--- src/shared/bit_error_injector_regs.vh ---
// Register map, field positions, reset values and constants of the bit error injector
`ifndef BIT_ERROR_INJECTOR_REGS_VH
`define BIT_ERROR_INJECTOR_REGS_VH

// Byte addresses
`define BEI_ADDR_CTRL 8'h00
`define BEI_ADDR_LANE 8'h04
`define BEI_ADDR_RATE 8'h08
`define BEI_ADDR_SHOT 8'h0c
`define BEI_ADDR_BLOCK 8'h10
`define BEI_ADDR_STATUS 8'h14

// Control fields
`define BEI_CTRL_ENABLE 0
`define BEI_CTRL_SRC_LO 1
`define BEI_CTRL_SRC_HI 2
`define BEI_CTRL_SINGLE 3
`define BEI_CTRL_ROTATE 4
`define BEI_CTRL_AUX_INJ 5
`define BEI_CTRL_CONFINE 6
`define BEI_CTRL_SEG_PRBS 7
`define BEI_CTRL_COMB_LO 8
`define BEI_CTRL_COMB_HI 9

// Source codes
`define BEI_SRC_INTERNAL 2'h0
`define BEI_SRC_EXT_TRIG 2'h1
`define BEI_SRC_EXT_GATE 2'h2

// Rate fields
`define BEI_RATE_MANT_LO 0
`define BEI_RATE_MANT_HI 3
`define BEI_RATE_EXP_LO 8
`define BEI_RATE_EXP_HI 11

// Limits
`define BEI_MANT_MIN 4'h1
`define BEI_MANT_MAX 4'h9
`define BEI_MANT_MAX_E3 4'h5
`define BEI_EXP_MIN 4'h3
`define BEI_EXP_MAX 4'hc
`define BEI_LANE_MIN 6'h01
`define BEI_LANE_MAX 6'h20
`define BEI_LANES 32
`define BEI_WORD_BITS 32

// Reset values
`define BEI_CTRL_RESET 10'h000
`define BEI_LANE_RESET 6'h01
`define BEI_RATE_RESET 12'h601
`define BEI_BLOCK_RESET 9'h001

// Bus answers
`define BEI_RESP_OKAY 2'h0
`define BEI_RESP_SLVERR 2'h2
`define BEI_RESP_DECERR 2'h3

`endif

--- src/rtl/bit_error_injector.v ---
// Bit error injector for a 32-lane pattern stream with AXI4-Lite registers
`timescale 1ns/100ps
`include "bit_error_injector_regs.vh"
module bit_error_injector (
  input wire aclk,
  input wire aresetn,
  input wire [7:0] s_axi_awaddr,
  input wire s_axi_awvalid,
  output wire s_axi_awready,
  input wire [31:0] s_axi_wdata,
  input wire [3:0] s_axi_wstrb,
  input wire s_axi_wvalid,
  output wire s_axi_wready,
  output wire [1:0] s_axi_bresp,
  output wire s_axi_bvalid,
  input wire s_axi_bready,
  input wire [7:0] s_axi_araddr,
  input wire s_axi_arvalid,
  output wire s_axi_arready,
  output wire [31:0] s_axi_rdata,
  output wire [1:0] s_axi_rresp,
  output wire s_axi_rvalid,
  input wire s_axi_rready,
  input wire [31:0] din,
  input wire din_valid,
  input wire seg_prbs,
  input wire [8:0] seg_block,
  input wire aux_in,
  output wire [31:0] dout,
  output wire dout_valid
);
  localparam ST_IDLE = 2'b01;
  localparam ST_RESP = 2'b10;

  reg [1:0] wst_q;
  reg awready_q;
  reg wready_q;
  reg aw_held_q;
  reg w_held_q;
  reg [7:0] waddr_q;
  reg [31:0] wdata_q;
  reg [3:0] wstrb_q;
  reg bvalid_q;
  reg [1:0] bresp_q;
  reg arready_q;
  reg rvalid_q;
  reg [31:0] rdata_q;
  reg [1:0] rresp_q;

  reg [9:0] ctrl_q;
  reg [5:0] lane_q;
  reg [11:0] rate_q;
  reg [8:0] blk_q;
  reg [4:0] rot_q;
  reg [2:0] pend_q;
  reg [15:0] count_q;
  reg [31:0] dout_q;
  reg dout_valid_q;

  reg [31:0] ctrl_m;
  reg [31:0] lane_m;
  reg [31:0] rate_m;
  reg [31:0] blk_m;
  reg [1:0] wr_resp;
  reg wr_ctrl;
  reg wr_lane;
  reg wr_rate;
  reg wr_blk;
  reg wr_shot;
  reg [31:0] rd_data;
  reg [1:0] rd_resp;
  reg [3:0] pend_sum;

  wire aux_lvl;
  wire aux_rise;
  wire tick;
  wire do_write;
  wire enable;
  wire [1:0] src;
  wire single;
  wire rotate;
  wire [3:0] mant;
  wire [3:0] expo;
  wire [2:0] comb_n;
  wire gate_ok;
  wire seg_ok;
  wire rate_run;
  wire ins;
  wire [4:0] lane_idx;

  function [31:0] strb_merge;
    input [31:0] old;
    input [31:0] data;
    input [3:0] strb;
    integer b;
    begin
      strb_merge = old;
      for (b = 0; b < 4; b = b + 1) begin
        if (strb[b]) begin
          strb_merge[b*8 +: 8] = data[b*8 +: 8];
        end
      end
    end
  endfunction

  // Lane number 1..32 to bit index 0..31
  function [4:0] lane_bit;
    input [5:0] lane;
    reg [5:0] t;
    begin
      t = lane - `BEI_LANE_MIN;
      lane_bit = t[4:0];
    end
  endfunction

  aux_sync u_aux_sync (
    .aclk(aclk),
    .aresetn(aresetn),
    .pin(aux_in),
    .level(aux_lvl),
    .rise(aux_rise)
  );

  assign enable = ctrl_q[`BEI_CTRL_ENABLE];
  assign src = ctrl_q[`BEI_CTRL_SRC_HI:`BEI_CTRL_SRC_LO];
  assign single = ctrl_q[`BEI_CTRL_SINGLE];
  assign rotate = ctrl_q[`BEI_CTRL_ROTATE];
  assign mant = rate_q[`BEI_RATE_MANT_HI:`BEI_RATE_MANT_LO];
  assign expo = rate_q[`BEI_RATE_EXP_HI:`BEI_RATE_EXP_LO];
  assign comb_n = 3'h1 << ctrl_q[`BEI_CTRL_COMB_HI:`BEI_CTRL_COMB_LO];

  // Rate generator runs only for continuous internal or gated timing
  assign rate_run = din_valid & enable & ~single & (src != `BEI_SRC_EXT_TRIG);

  rate_gen u_rate_gen (
    .aclk(aclk),
    .aresetn(aresetn),
    .adv(rate_run),
    .clr(~enable | single | (src == `BEI_SRC_EXT_TRIG)),
    .mant(mant),
    .expo(expo),
    .tick(tick)
  );

  assign gate_ok = (src != `BEI_SRC_EXT_GATE) | aux_lvl;
  assign seg_ok = ~ctrl_q[`BEI_CTRL_CONFINE] |
                  ((seg_prbs == ctrl_q[`BEI_CTRL_SEG_PRBS]) & (seg_block == blk_q));
  assign ins = din_valid & enable & (pend_q != 3'h0) & gate_ok & seg_ok;
  assign lane_idx = rotate ? rot_q : lane_bit(lane_q);

  // Write decode and value checks
  always @* begin
    ctrl_m = strb_merge({22'h0, ctrl_q}, wdata_q, wstrb_q);
    lane_m = strb_merge({26'h0, lane_q}, wdata_q, wstrb_q);
    rate_m = strb_merge({20'h0, rate_q}, wdata_q, wstrb_q);
    blk_m = strb_merge({23'h0, blk_q}, wdata_q, wstrb_q);
    wr_resp = `BEI_RESP_OKAY;
    wr_ctrl = 1'b0;
    wr_lane = 1'b0;
    wr_rate = 1'b0;
    wr_blk = 1'b0;
    wr_shot = 1'b0;
    if (waddr_q == `BEI_ADDR_CTRL) begin
      if ((ctrl_m[`BEI_CTRL_SRC_HI:`BEI_CTRL_SRC_LO] != `BEI_SRC_INTERNAL) &
          ~ctrl_m[`BEI_CTRL_AUX_INJ]) begin
        wr_resp = `BEI_RESP_SLVERR;
      end else if ((ctrl_m[`BEI_CTRL_SRC_HI:`BEI_CTRL_SRC_LO] == 2'h3) |
                   (ctrl_m[`BEI_CTRL_COMB_HI:`BEI_CTRL_COMB_LO] == 2'h3)) begin
        wr_resp = `BEI_RESP_SLVERR;
      end else begin
        wr_ctrl = 1'b1;
      end
    end else if (waddr_q == `BEI_ADDR_LANE) begin
      if ((lane_m[5:0] < `BEI_LANE_MIN) | (lane_m[5:0] > `BEI_LANE_MAX) |
          (lane_m[31:6] != 26'h0)) begin
        wr_resp = `BEI_RESP_SLVERR;
      end else begin
        wr_lane = 1'b1;
      end
    end else if (waddr_q == `BEI_ADDR_RATE) begin
      if ((rate_m[`BEI_RATE_MANT_HI:`BEI_RATE_MANT_LO] < `BEI_MANT_MIN) |
          (rate_m[`BEI_RATE_MANT_HI:`BEI_RATE_MANT_LO] > `BEI_MANT_MAX) |
          (rate_m[`BEI_RATE_EXP_HI:`BEI_RATE_EXP_LO] < `BEI_EXP_MIN) |
          (rate_m[`BEI_RATE_EXP_HI:`BEI_RATE_EXP_LO] > `BEI_EXP_MAX)) begin
        wr_resp = `BEI_RESP_SLVERR;
      end else if ((rate_m[`BEI_RATE_EXP_HI:`BEI_RATE_EXP_LO] == `BEI_EXP_MIN) &
                   (rate_m[`BEI_RATE_MANT_HI:`BEI_RATE_MANT_LO] > `BEI_MANT_MAX_E3)) begin
        wr_resp = `BEI_RESP_SLVERR;
      end else begin
        wr_rate = 1'b1;
      end
    end else if (waddr_q == `BEI_ADDR_SHOT) begin
      if (~single | (src == `BEI_SRC_EXT_TRIG)) begin
        wr_resp = `BEI_RESP_SLVERR;
      end else begin
        wr_shot = wstrb_q[0] & wdata_q[0];
      end
    end else if (waddr_q == `BEI_ADDR_BLOCK) begin
      wr_blk = 1'b1;
    end else if (waddr_q == `BEI_ADDR_STATUS) begin
      wr_resp = `BEI_RESP_SLVERR;
    end else begin
      wr_resp = `BEI_RESP_DECERR;
    end
  end

  // Read decode
  always @* begin
    rd_data = 32'h0;
    rd_resp = `BEI_RESP_OKAY;
    if (s_axi_araddr == `BEI_ADDR_CTRL) begin
      rd_data = {22'h0, ctrl_q};
    end else if (s_axi_araddr == `BEI_ADDR_LANE) begin
      rd_data = {26'h0, lane_q};
    end else if (s_axi_araddr == `BEI_ADDR_RATE) begin
      rd_data = {20'h0, rate_q};
    end else if (s_axi_araddr == `BEI_ADDR_SHOT) begin
      rd_data = 32'h0;
    end else if (s_axi_araddr == `BEI_ADDR_BLOCK) begin
      rd_data = {23'h0, blk_q};
    end else if (s_axi_araddr == `BEI_ADDR_STATUS) begin
      rd_data = {count_q, 7'h0, pend_q, 1'b0, lane_idx};
    end else begin
      rd_resp = `BEI_RESP_DECERR;
    end
  end

  assign do_write = aw_held_q & w_held_q & (wst_q == ST_IDLE);

  // Write channel
  always @(posedge aclk) begin
    if (!aresetn) begin
      wst_q <= ST_IDLE;
      awready_q <= 1'b0;
      wready_q <= 1'b0;
      aw_held_q <= 1'b0;
      w_held_q <= 1'b0;
      waddr_q <= 8'h00;
      wdata_q <= 32'h0;
      wstrb_q <= 4'h0;
      bvalid_q <= 1'b0;
      bresp_q <= `BEI_RESP_OKAY;
    end else begin
      case (wst_q)
        ST_IDLE: begin
          if (s_axi_awvalid & awready_q) begin
            aw_held_q <= 1'b1;
            waddr_q <= {s_axi_awaddr[7:2], 2'b00};
            awready_q <= 1'b0;
          end else if (~aw_held_q) begin
            awready_q <= 1'b1;
          end
          if (s_axi_wvalid & wready_q) begin
            w_held_q <= 1'b1;
            wdata_q <= s_axi_wdata;
            wstrb_q <= s_axi_wstrb;
            wready_q <= 1'b0;
          end else if (~w_held_q) begin
            wready_q <= 1'b1;
          end
          if (do_write) begin
            aw_held_q <= 1'b0;
            w_held_q <= 1'b0;
            bvalid_q <= 1'b1;
            bresp_q <= wr_resp;
            wst_q <= ST_RESP;
          end
        end
        ST_RESP: begin
          if (s_axi_bready) begin
            bvalid_q <= 1'b0;
            awready_q <= 1'b1;
            wready_q <= 1'b1;
            wst_q <= ST_IDLE;
          end
        end
        default: begin
          wst_q <= ST_IDLE;
        end
      endcase
    end
  end

  // Read channel
  always @(posedge aclk) begin
    if (!aresetn) begin
      arready_q <= 1'b0;
      rvalid_q <= 1'b0;
      rdata_q <= 32'h0;
      rresp_q <= `BEI_RESP_OKAY;
    end else if (rvalid_q) begin
      if (s_axi_rready) begin
        rvalid_q <= 1'b0;
        arready_q <= 1'b1;
      end
    end else if (s_axi_arvalid & arready_q) begin
      arready_q <= 1'b0;
      rvalid_q <= 1'b1;
      rdata_q <= rd_data;
      rresp_q <= rd_resp;
    end else begin
      arready_q <= 1'b1;
    end
  end

  // Configuration registers, kept while disabled
  always @(posedge aclk) begin
    if (!aresetn) begin
      ctrl_q <= `BEI_CTRL_RESET;
      lane_q <= `BEI_LANE_RESET;
      rate_q <= `BEI_RATE_RESET;
      blk_q <= `BEI_BLOCK_RESET;
    end else if (do_write) begin
      if (wr_ctrl) begin
        ctrl_q <= ctrl_m[9:0];
      end
      if (wr_lane) begin
        lane_q <= lane_m[5:0];
      end
      if (wr_rate) begin
        rate_q <= rate_m[11:0];
      end
      if (wr_blk) begin
        blk_q <= blk_m[8:0];
      end
    end
  end

  // Pending insertions from ticks, edges and one-shot commands
  always @* begin
    pend_sum = {1'b0, pend_q};
    if (tick & gate_ok) begin
      pend_sum = pend_sum + 4'h1;
    end
    if (enable & aux_rise & (src == `BEI_SRC_EXT_TRIG)) begin
      pend_sum = pend_sum + 4'h1;
    end
    if (do_write & wr_shot) begin
      pend_sum = pend_sum + {1'b0, comb_n};
    end
    if (ins) begin
      pend_sum = pend_sum - 4'h1;
    end
  end

  // Insertion datapath
  always @(posedge aclk) begin
    if (!aresetn) begin
      pend_q <= 3'h0;
      rot_q <= 5'h00;
      count_q <= 16'h0;
      dout_q <= 32'h0;
      dout_valid_q <= 1'b0;
    end else begin
      if (~enable) begin
        pend_q <= 3'h0;
      end else if (pend_sum > 4'h7) begin
        pend_q <= 3'h7;
      end else begin
        pend_q <= pend_sum[2:0];
      end
      if (ins & rotate) begin
        rot_q <= rot_q + 5'h01;
      end
      if (ins) begin
        count_q <= count_q + 16'h0001;
      end
      dout_valid_q <= din_valid;
      if (din_valid) begin
        dout_q <= din ^ ({31'h0, ins} << lane_idx);
      end
    end
  end

  assign s_axi_awready = awready_q;
  assign s_axi_wready = wready_q;
  assign s_axi_bvalid = bvalid_q;
  assign s_axi_bresp = bresp_q;
  assign s_axi_arready = arready_q;
  assign s_axi_rvalid = rvalid_q;
  assign s_axi_rdata = rdata_q;
  assign s_axi_rresp = rresp_q;
  assign dout = dout_q;
  assign dout_valid = dout_valid_q;
endmodule // bit_error_injector

--- src/rtl/aux_sync.v ---
// Two-stage synchroniser and rising edge detector for the auxiliary input
`timescale 1ns/100ps
module aux_sync (
  input wire aclk,
  input wire aresetn,
  input wire pin,
  output wire level,
  output wire rise
);
  reg meta_q;
  reg sync_q;
  reg prev_q;

  always @(posedge aclk) begin
    if (!aresetn) begin
      meta_q <= 1'b0;
      sync_q <= 1'b0;
      prev_q <= 1'b0;
    end else begin
      meta_q <= pin;
      sync_q <= meta_q;
      prev_q <= sync_q;
    end
  end

  assign level = sync_q;
  assign rise = sync_q & ~prev_q;
endmodule // aux_sync

--- src/rtl/rate_gen.v ---
// Error rate tick generator: mantissa times ten to the minus exponent per bit
`timescale 1ns/100ps
`include "bit_error_injector_regs.vh"
module rate_gen (
  input wire aclk,
  input wire aresetn,
  input wire adv,
  input wire clr,
  input wire [3:0] mant,
  input wire [3:0] expo,
  output wire tick
);
  reg [39:0] acc_q;
  wire [39:0] step;
  wire [39:0] sum;
  wire [39:0] lim;

  function [39:0] pow10;
    input [3:0] e;
    integer i;
    reg [39:0] p;
    begin
      p = 40'h1;
      for (i = 0; i < 13; i = i + 1) begin
        if (i < e) begin
          p = (p << 3) + (p << 1);
        end
      end
      pow10 = p;
    end
  endfunction

  // Bits per word times mantissa
  assign step = {31'h0, mant, 5'h0};
  assign sum = acc_q + step;
  assign lim = pow10(expo);
  assign tick = adv & (sum >= lim);

  always @(posedge aclk) begin
    if (!aresetn) begin
      acc_q <= 40'h0;
    end else if (clr) begin
      acc_q <= 40'h0;
    end else if (adv) begin
      acc_q <= tick ? (sum - lim) : sum;
    end
  end
endmodule // rate_gen

--- config.mk ---
export PLATFORM = sky130hd
export DESIGN_NAME = bit_error_injector
export DESIGN_NICKNAME = d
export VERILOG_FILES = /design/src/rtl/bit_error_injector.v /design/src/rtl/aux_sync.v /design/src/rtl/rate_gen.v
export VERILOG_INCLUDE_DIRS = /design/src /design/src/shared
export SDC_FILE = /design/constraint.sdc
export NUM_CORES = 1
export LEC_CHECK = 0
export BUFFER_PORTS_ARGS = -buffer_cell sky130_fd_sc_hd__buf_2
export CORE_ASPECT_RATIO = 1.2
export CORE_MARGIN = 10
export CORE_UTILIZATION = 40
export DETAILED_ROUTE_END_ITERATION = 16
export PLACE_DENSITY = 0.65
export SETUP_SLACK_MARGIN = 0.05
export SYNTH_ARGS = -nofsm -noshare
export SYNTH_HDL_FRONTEND = slang
export SYNTH_HIERARCHICAL = 1
export SYNTH_SLANG_ARGS = --single-unit
--- constraint.sdc ---
create_clock -name aclk -period 19.95 [get_ports aclk]
set_input_delay 3.99 -clock aclk [delete_from_list [all_inputs] [get_ports aclk]]
set_output_delay 3.99 -clock aclk [all_outputs]
set_load 0.03 [all_outputs]
==> run_results.csv <==
group,metric,value,unit
power,power.total,971,uW
floorplanning,initial_core_util,40.4,%
floorplanning,die_y,303,um
timing,maxSlewViolCount,0,
grt,grt_use_total,18.2,%
synthesis,synth_ff_type,"dfxtp_1",
setup_path,path_common_cell,"ha_1",
synthesis,synth.distinct_cells,121,
floorplanning,dieArea,0.0775,mm^2
clock_network,insertion_delay,0.54,ns
timing,period_needed,18.60,ns
timing,finalSetupViolations,0,
synthesis,async_flop_share,0,%
synthesis,synth_top_area_share,16.4,%
synthesis,syn_area_per_cell,7.29,um^2
routing,wirelength,74400,um
grt,grt_max_degree,72,
synthesis,ys_ff_latch,219,
floorplanning,rows,103,
cells_and_area,fin_nets,4187,
synthesis,ys_seq_area_share,16.4,%
setup_path,criticalPathCategory,"flip-flop to flip-flop",
clock_network,cts_buffer_depth,3,
synthesis,syn_inst,3658,
routing,first_iter_violations,1332,
job,drv_cap,0,
synthesis,synth_area,0.0267,mm^2
cells_and_area,fin_util,45.2,%
routing,drt_pre_antenna_iters,5,
setup_path,critical_path_peak_fanout,8,
placement,gp_congestion,0.878,
clock_network,tritoncts,"done",
timing,hold_viol_final,0,
routing,vias,26200,
floorplanning,io_pins,177,
setup_path,critical_path_required,20.39,ns
clock_network,clkSlewWorstSetupHoldPaths,0.07,ns
grt,grt_pass1_wl,122000,um
routing,ant_nets,0,
setup_path,max_stage_delay,0.48,ns
setup_path,startpoint_type,"flip-flop",
routing,post_drt_wl_per_cell,15.9,um
grt,grt-ovfl-total,0,
placement,dp_hpwl,58000,um
routing,drc,0,
clock_network,cts_sinks,219,
routing,via_per_inst,5.58,
cells_and_area,multi_input_area,0.0215,mm^2
setup_path,critPathArrivalTime,19.05,ns
synthesis,ys_warn_count,6,
grt,antenna_found_initial,2,
synthesis,synth.top_cells.by_count,"nor2_1 (395), a21oi_1 (377), nand2_1 (335)",
setup_path,end_kind,"flip-flop",
synthesis,synth_area_leaders,"dfxtp_1 (16%), ha_1 (13%), xnor2_1 (7.8%)",
outcome,outcome,"finished clean",
clock_network,cts_max_level,1,
timing,post-route-period-util,93.3,%
placement,port_buffers,170,
clock_network,cts_buffers,22,
power,power_leakage,13.1,nW
cells_and_area,num-fill-cells,6882,
cells_and_area,drive_above_1_share,12.5,%
floorplanning,fp.dieW,256,um
clock_network,clock-root-buffer,"clkbuf_16",
power,vdd_drop_max,0.0821,mV
timing,max_slew_margin,14.4,%
timing,setup_tns,0,ns
grt,grt_pass1_vias,25200,
cells_and_area,seqCellArea,0.00439,mm^2
timing,clock.fmax,53.8,MHz
setup_path,slowest_stage,"or4b_1",
cells_and_area,num_antenna_cells,0,
hold_path,min_path_type,"flip-flop to flip-flop",
clock_network,hold_buffers,0,
cells_and_area,area_growth,11.9,%
synthesis,synth_top_area_cell,"dfxtp_1",
timing,fin_skew,0.0364,ns
synthesis,yosysMostFrequentCell,"nor2_1",
synthesis,synth-edff-count,0,
power,power.density,32.5,mW/mm^2
floorplanning,core_area,0.0660,mm^2
timing,worstMarginPinSlew,1.28,ns
[state kept, by name, indices dropped and copies added (netlist names), 9 cells and up]
name / cells
rate_q: 12
u_rate_gen/acc_q: 40
ctrl_q: 10
count_q: 16
s_axi_rdata: 28
strb_merge.data: 32
dout: 32
blk_q: 9
[logic make-up (layout without fill, tap and decap cells)]
kind of cell,Yosys count,in the layout,share of synthesized area [%]
compound gates,1131,1131,26.9
xor+xnor,331,331,11.2
fa+ha+maj,310,310,14.8
buf+inv,336,473,4.84
flops,219,219,16.4
mux,105,105,4.15
other cells,2,6,0.0282
simple gates,1224,1224,21.6
[critical path: cells and delay by family (launching register included)]
kind | cells | cell delay [ns]
buffers and inverters | 4 | 0.39
muxes | 3 | 0.83
adders and majority gates | 13 | 3.99
and+or+nand+nor | 30 | 5.64
xor gates and xnor gates | 10 | 1.60
AOI/OAI and AO/OA | 31 | 5.66
DFF | 1 | 0.38
[layout by cell type (no fill, tap or decap), types with 19 or more instances in the layout]
cell type | synthesis | final
inv_1 | 173 | 172
a21oi_2 | 4 | 26
nor2_1 | 395 | 387
or3_1 | 29 | 29
nand3b_1 | 19 | 19
nand4_1 | 28 | 28
nand3_1 | 87 | 87
o21a_1 | 29 | 29
o21bai_1 | 59 | 59
ha_1 | 287 | 277
buf_2 | 4 | 170
nor2b_1 | 37 | 37
and3_1 | 39 | 39
mux2_2 | 22 | 22
nor4_1 | 21 | 20
a31oi_1 | 32 | 26
dfxtp_1 | 219 | 217
o21ai_0 | 252 | 237
and2_1 | 40 | 38
xor2_1 | 85 | 85
nand2_1 | 335 | 335
nand2b_1 | 37 | 37
buf_4 | 5 | 79
xnor2_1 | 237 | 232
o21ai_1 | 12 | 19
mux2i_1 | 75 | 74
a21oi_1 | 377 | 353
clkbuf_16 | 0 | 22
a211oi_1 | 43 | 41
a22oi_1 | 32 | 31
o211ai_1 | 27 | 27
a21o_1 | 85 | 83
nor3_1 | 94 | 93
[report_power, final]
group | internal [mW] | leakage (nW) | switching [mW] | total, mW
clock network | 0.234 | 0.355 | 0.184 | 0.418
logic | 0.0325 | 11.0 | 0.0595 | 0.0920
registers | 0.450 | 1.78 | 0.0109 | 0.461
total | 0.716 | 13.1 | 0.254 | 0.971
[metrics by stage]
step	instance area [um^2]	hold slack (ns)	std cells	setup slack, ns
5_1_grt	29800	0.474	4691	-0.0168
3_5_place_dp	28500	0.424	4630	-0.140
2_1_floorplan	26700	0.406	3662	0.474
6_report	29800	0.430	4691	1.35
4_1_cts	29300	0.435	4669	0.126
3_3_place_gp	28500	0.415	4630	0.0254
[path summary, 6_finish.rpt]
check                           slack (ns)         startpoint  depth (start not counted)               end
worst min register to register        0.43  u_aux_sync/meta_q                          1  u_aux_sync/level
worst max register to register        1.35         rate_q[11]                         91         pend_q[2]
worst max-delay path                  1.35         rate_q[11]                         91         pend_q[2]
worst min-delay path                  0.43  u_aux_sync/meta_q                          1  u_aux_sync/level
[cell type report]
| type | instances | share of cell area (%) |
|---|---|---|
| inverters | 185 | 2.36 |
| repair buffers | 249 | 4.84 |
| clock buffers | 31 | 2.09 |
| multi-input cells | 3107 | 72.0 |
| clock inverters | 8 | 0.314 |
| flip-flops and latches | 219 | 14.7 |
| well taps | 892 | 3.74 |
[per-layer routing]
layer  up-vias  track usage (%)  part of all wire (%)
met3       123             2.43                   4.4
met5         -                0                 0.019
li1      13400                -                     -
met1     12100             21.0                    43
met2       516             34.3                    49
met4         4             5.35                   2.9
[timing repair]
| action | 4_1_cts | 5_1_grt |
|---|---|---|
| buffers inserted | 0 | 22 |
| endpoints found under the setup margin | 2 | 23 |
| pin swaps | 0 | 17 |
| resized for setup | 4 | 99 |
Power figures use the tool's default switching activity.
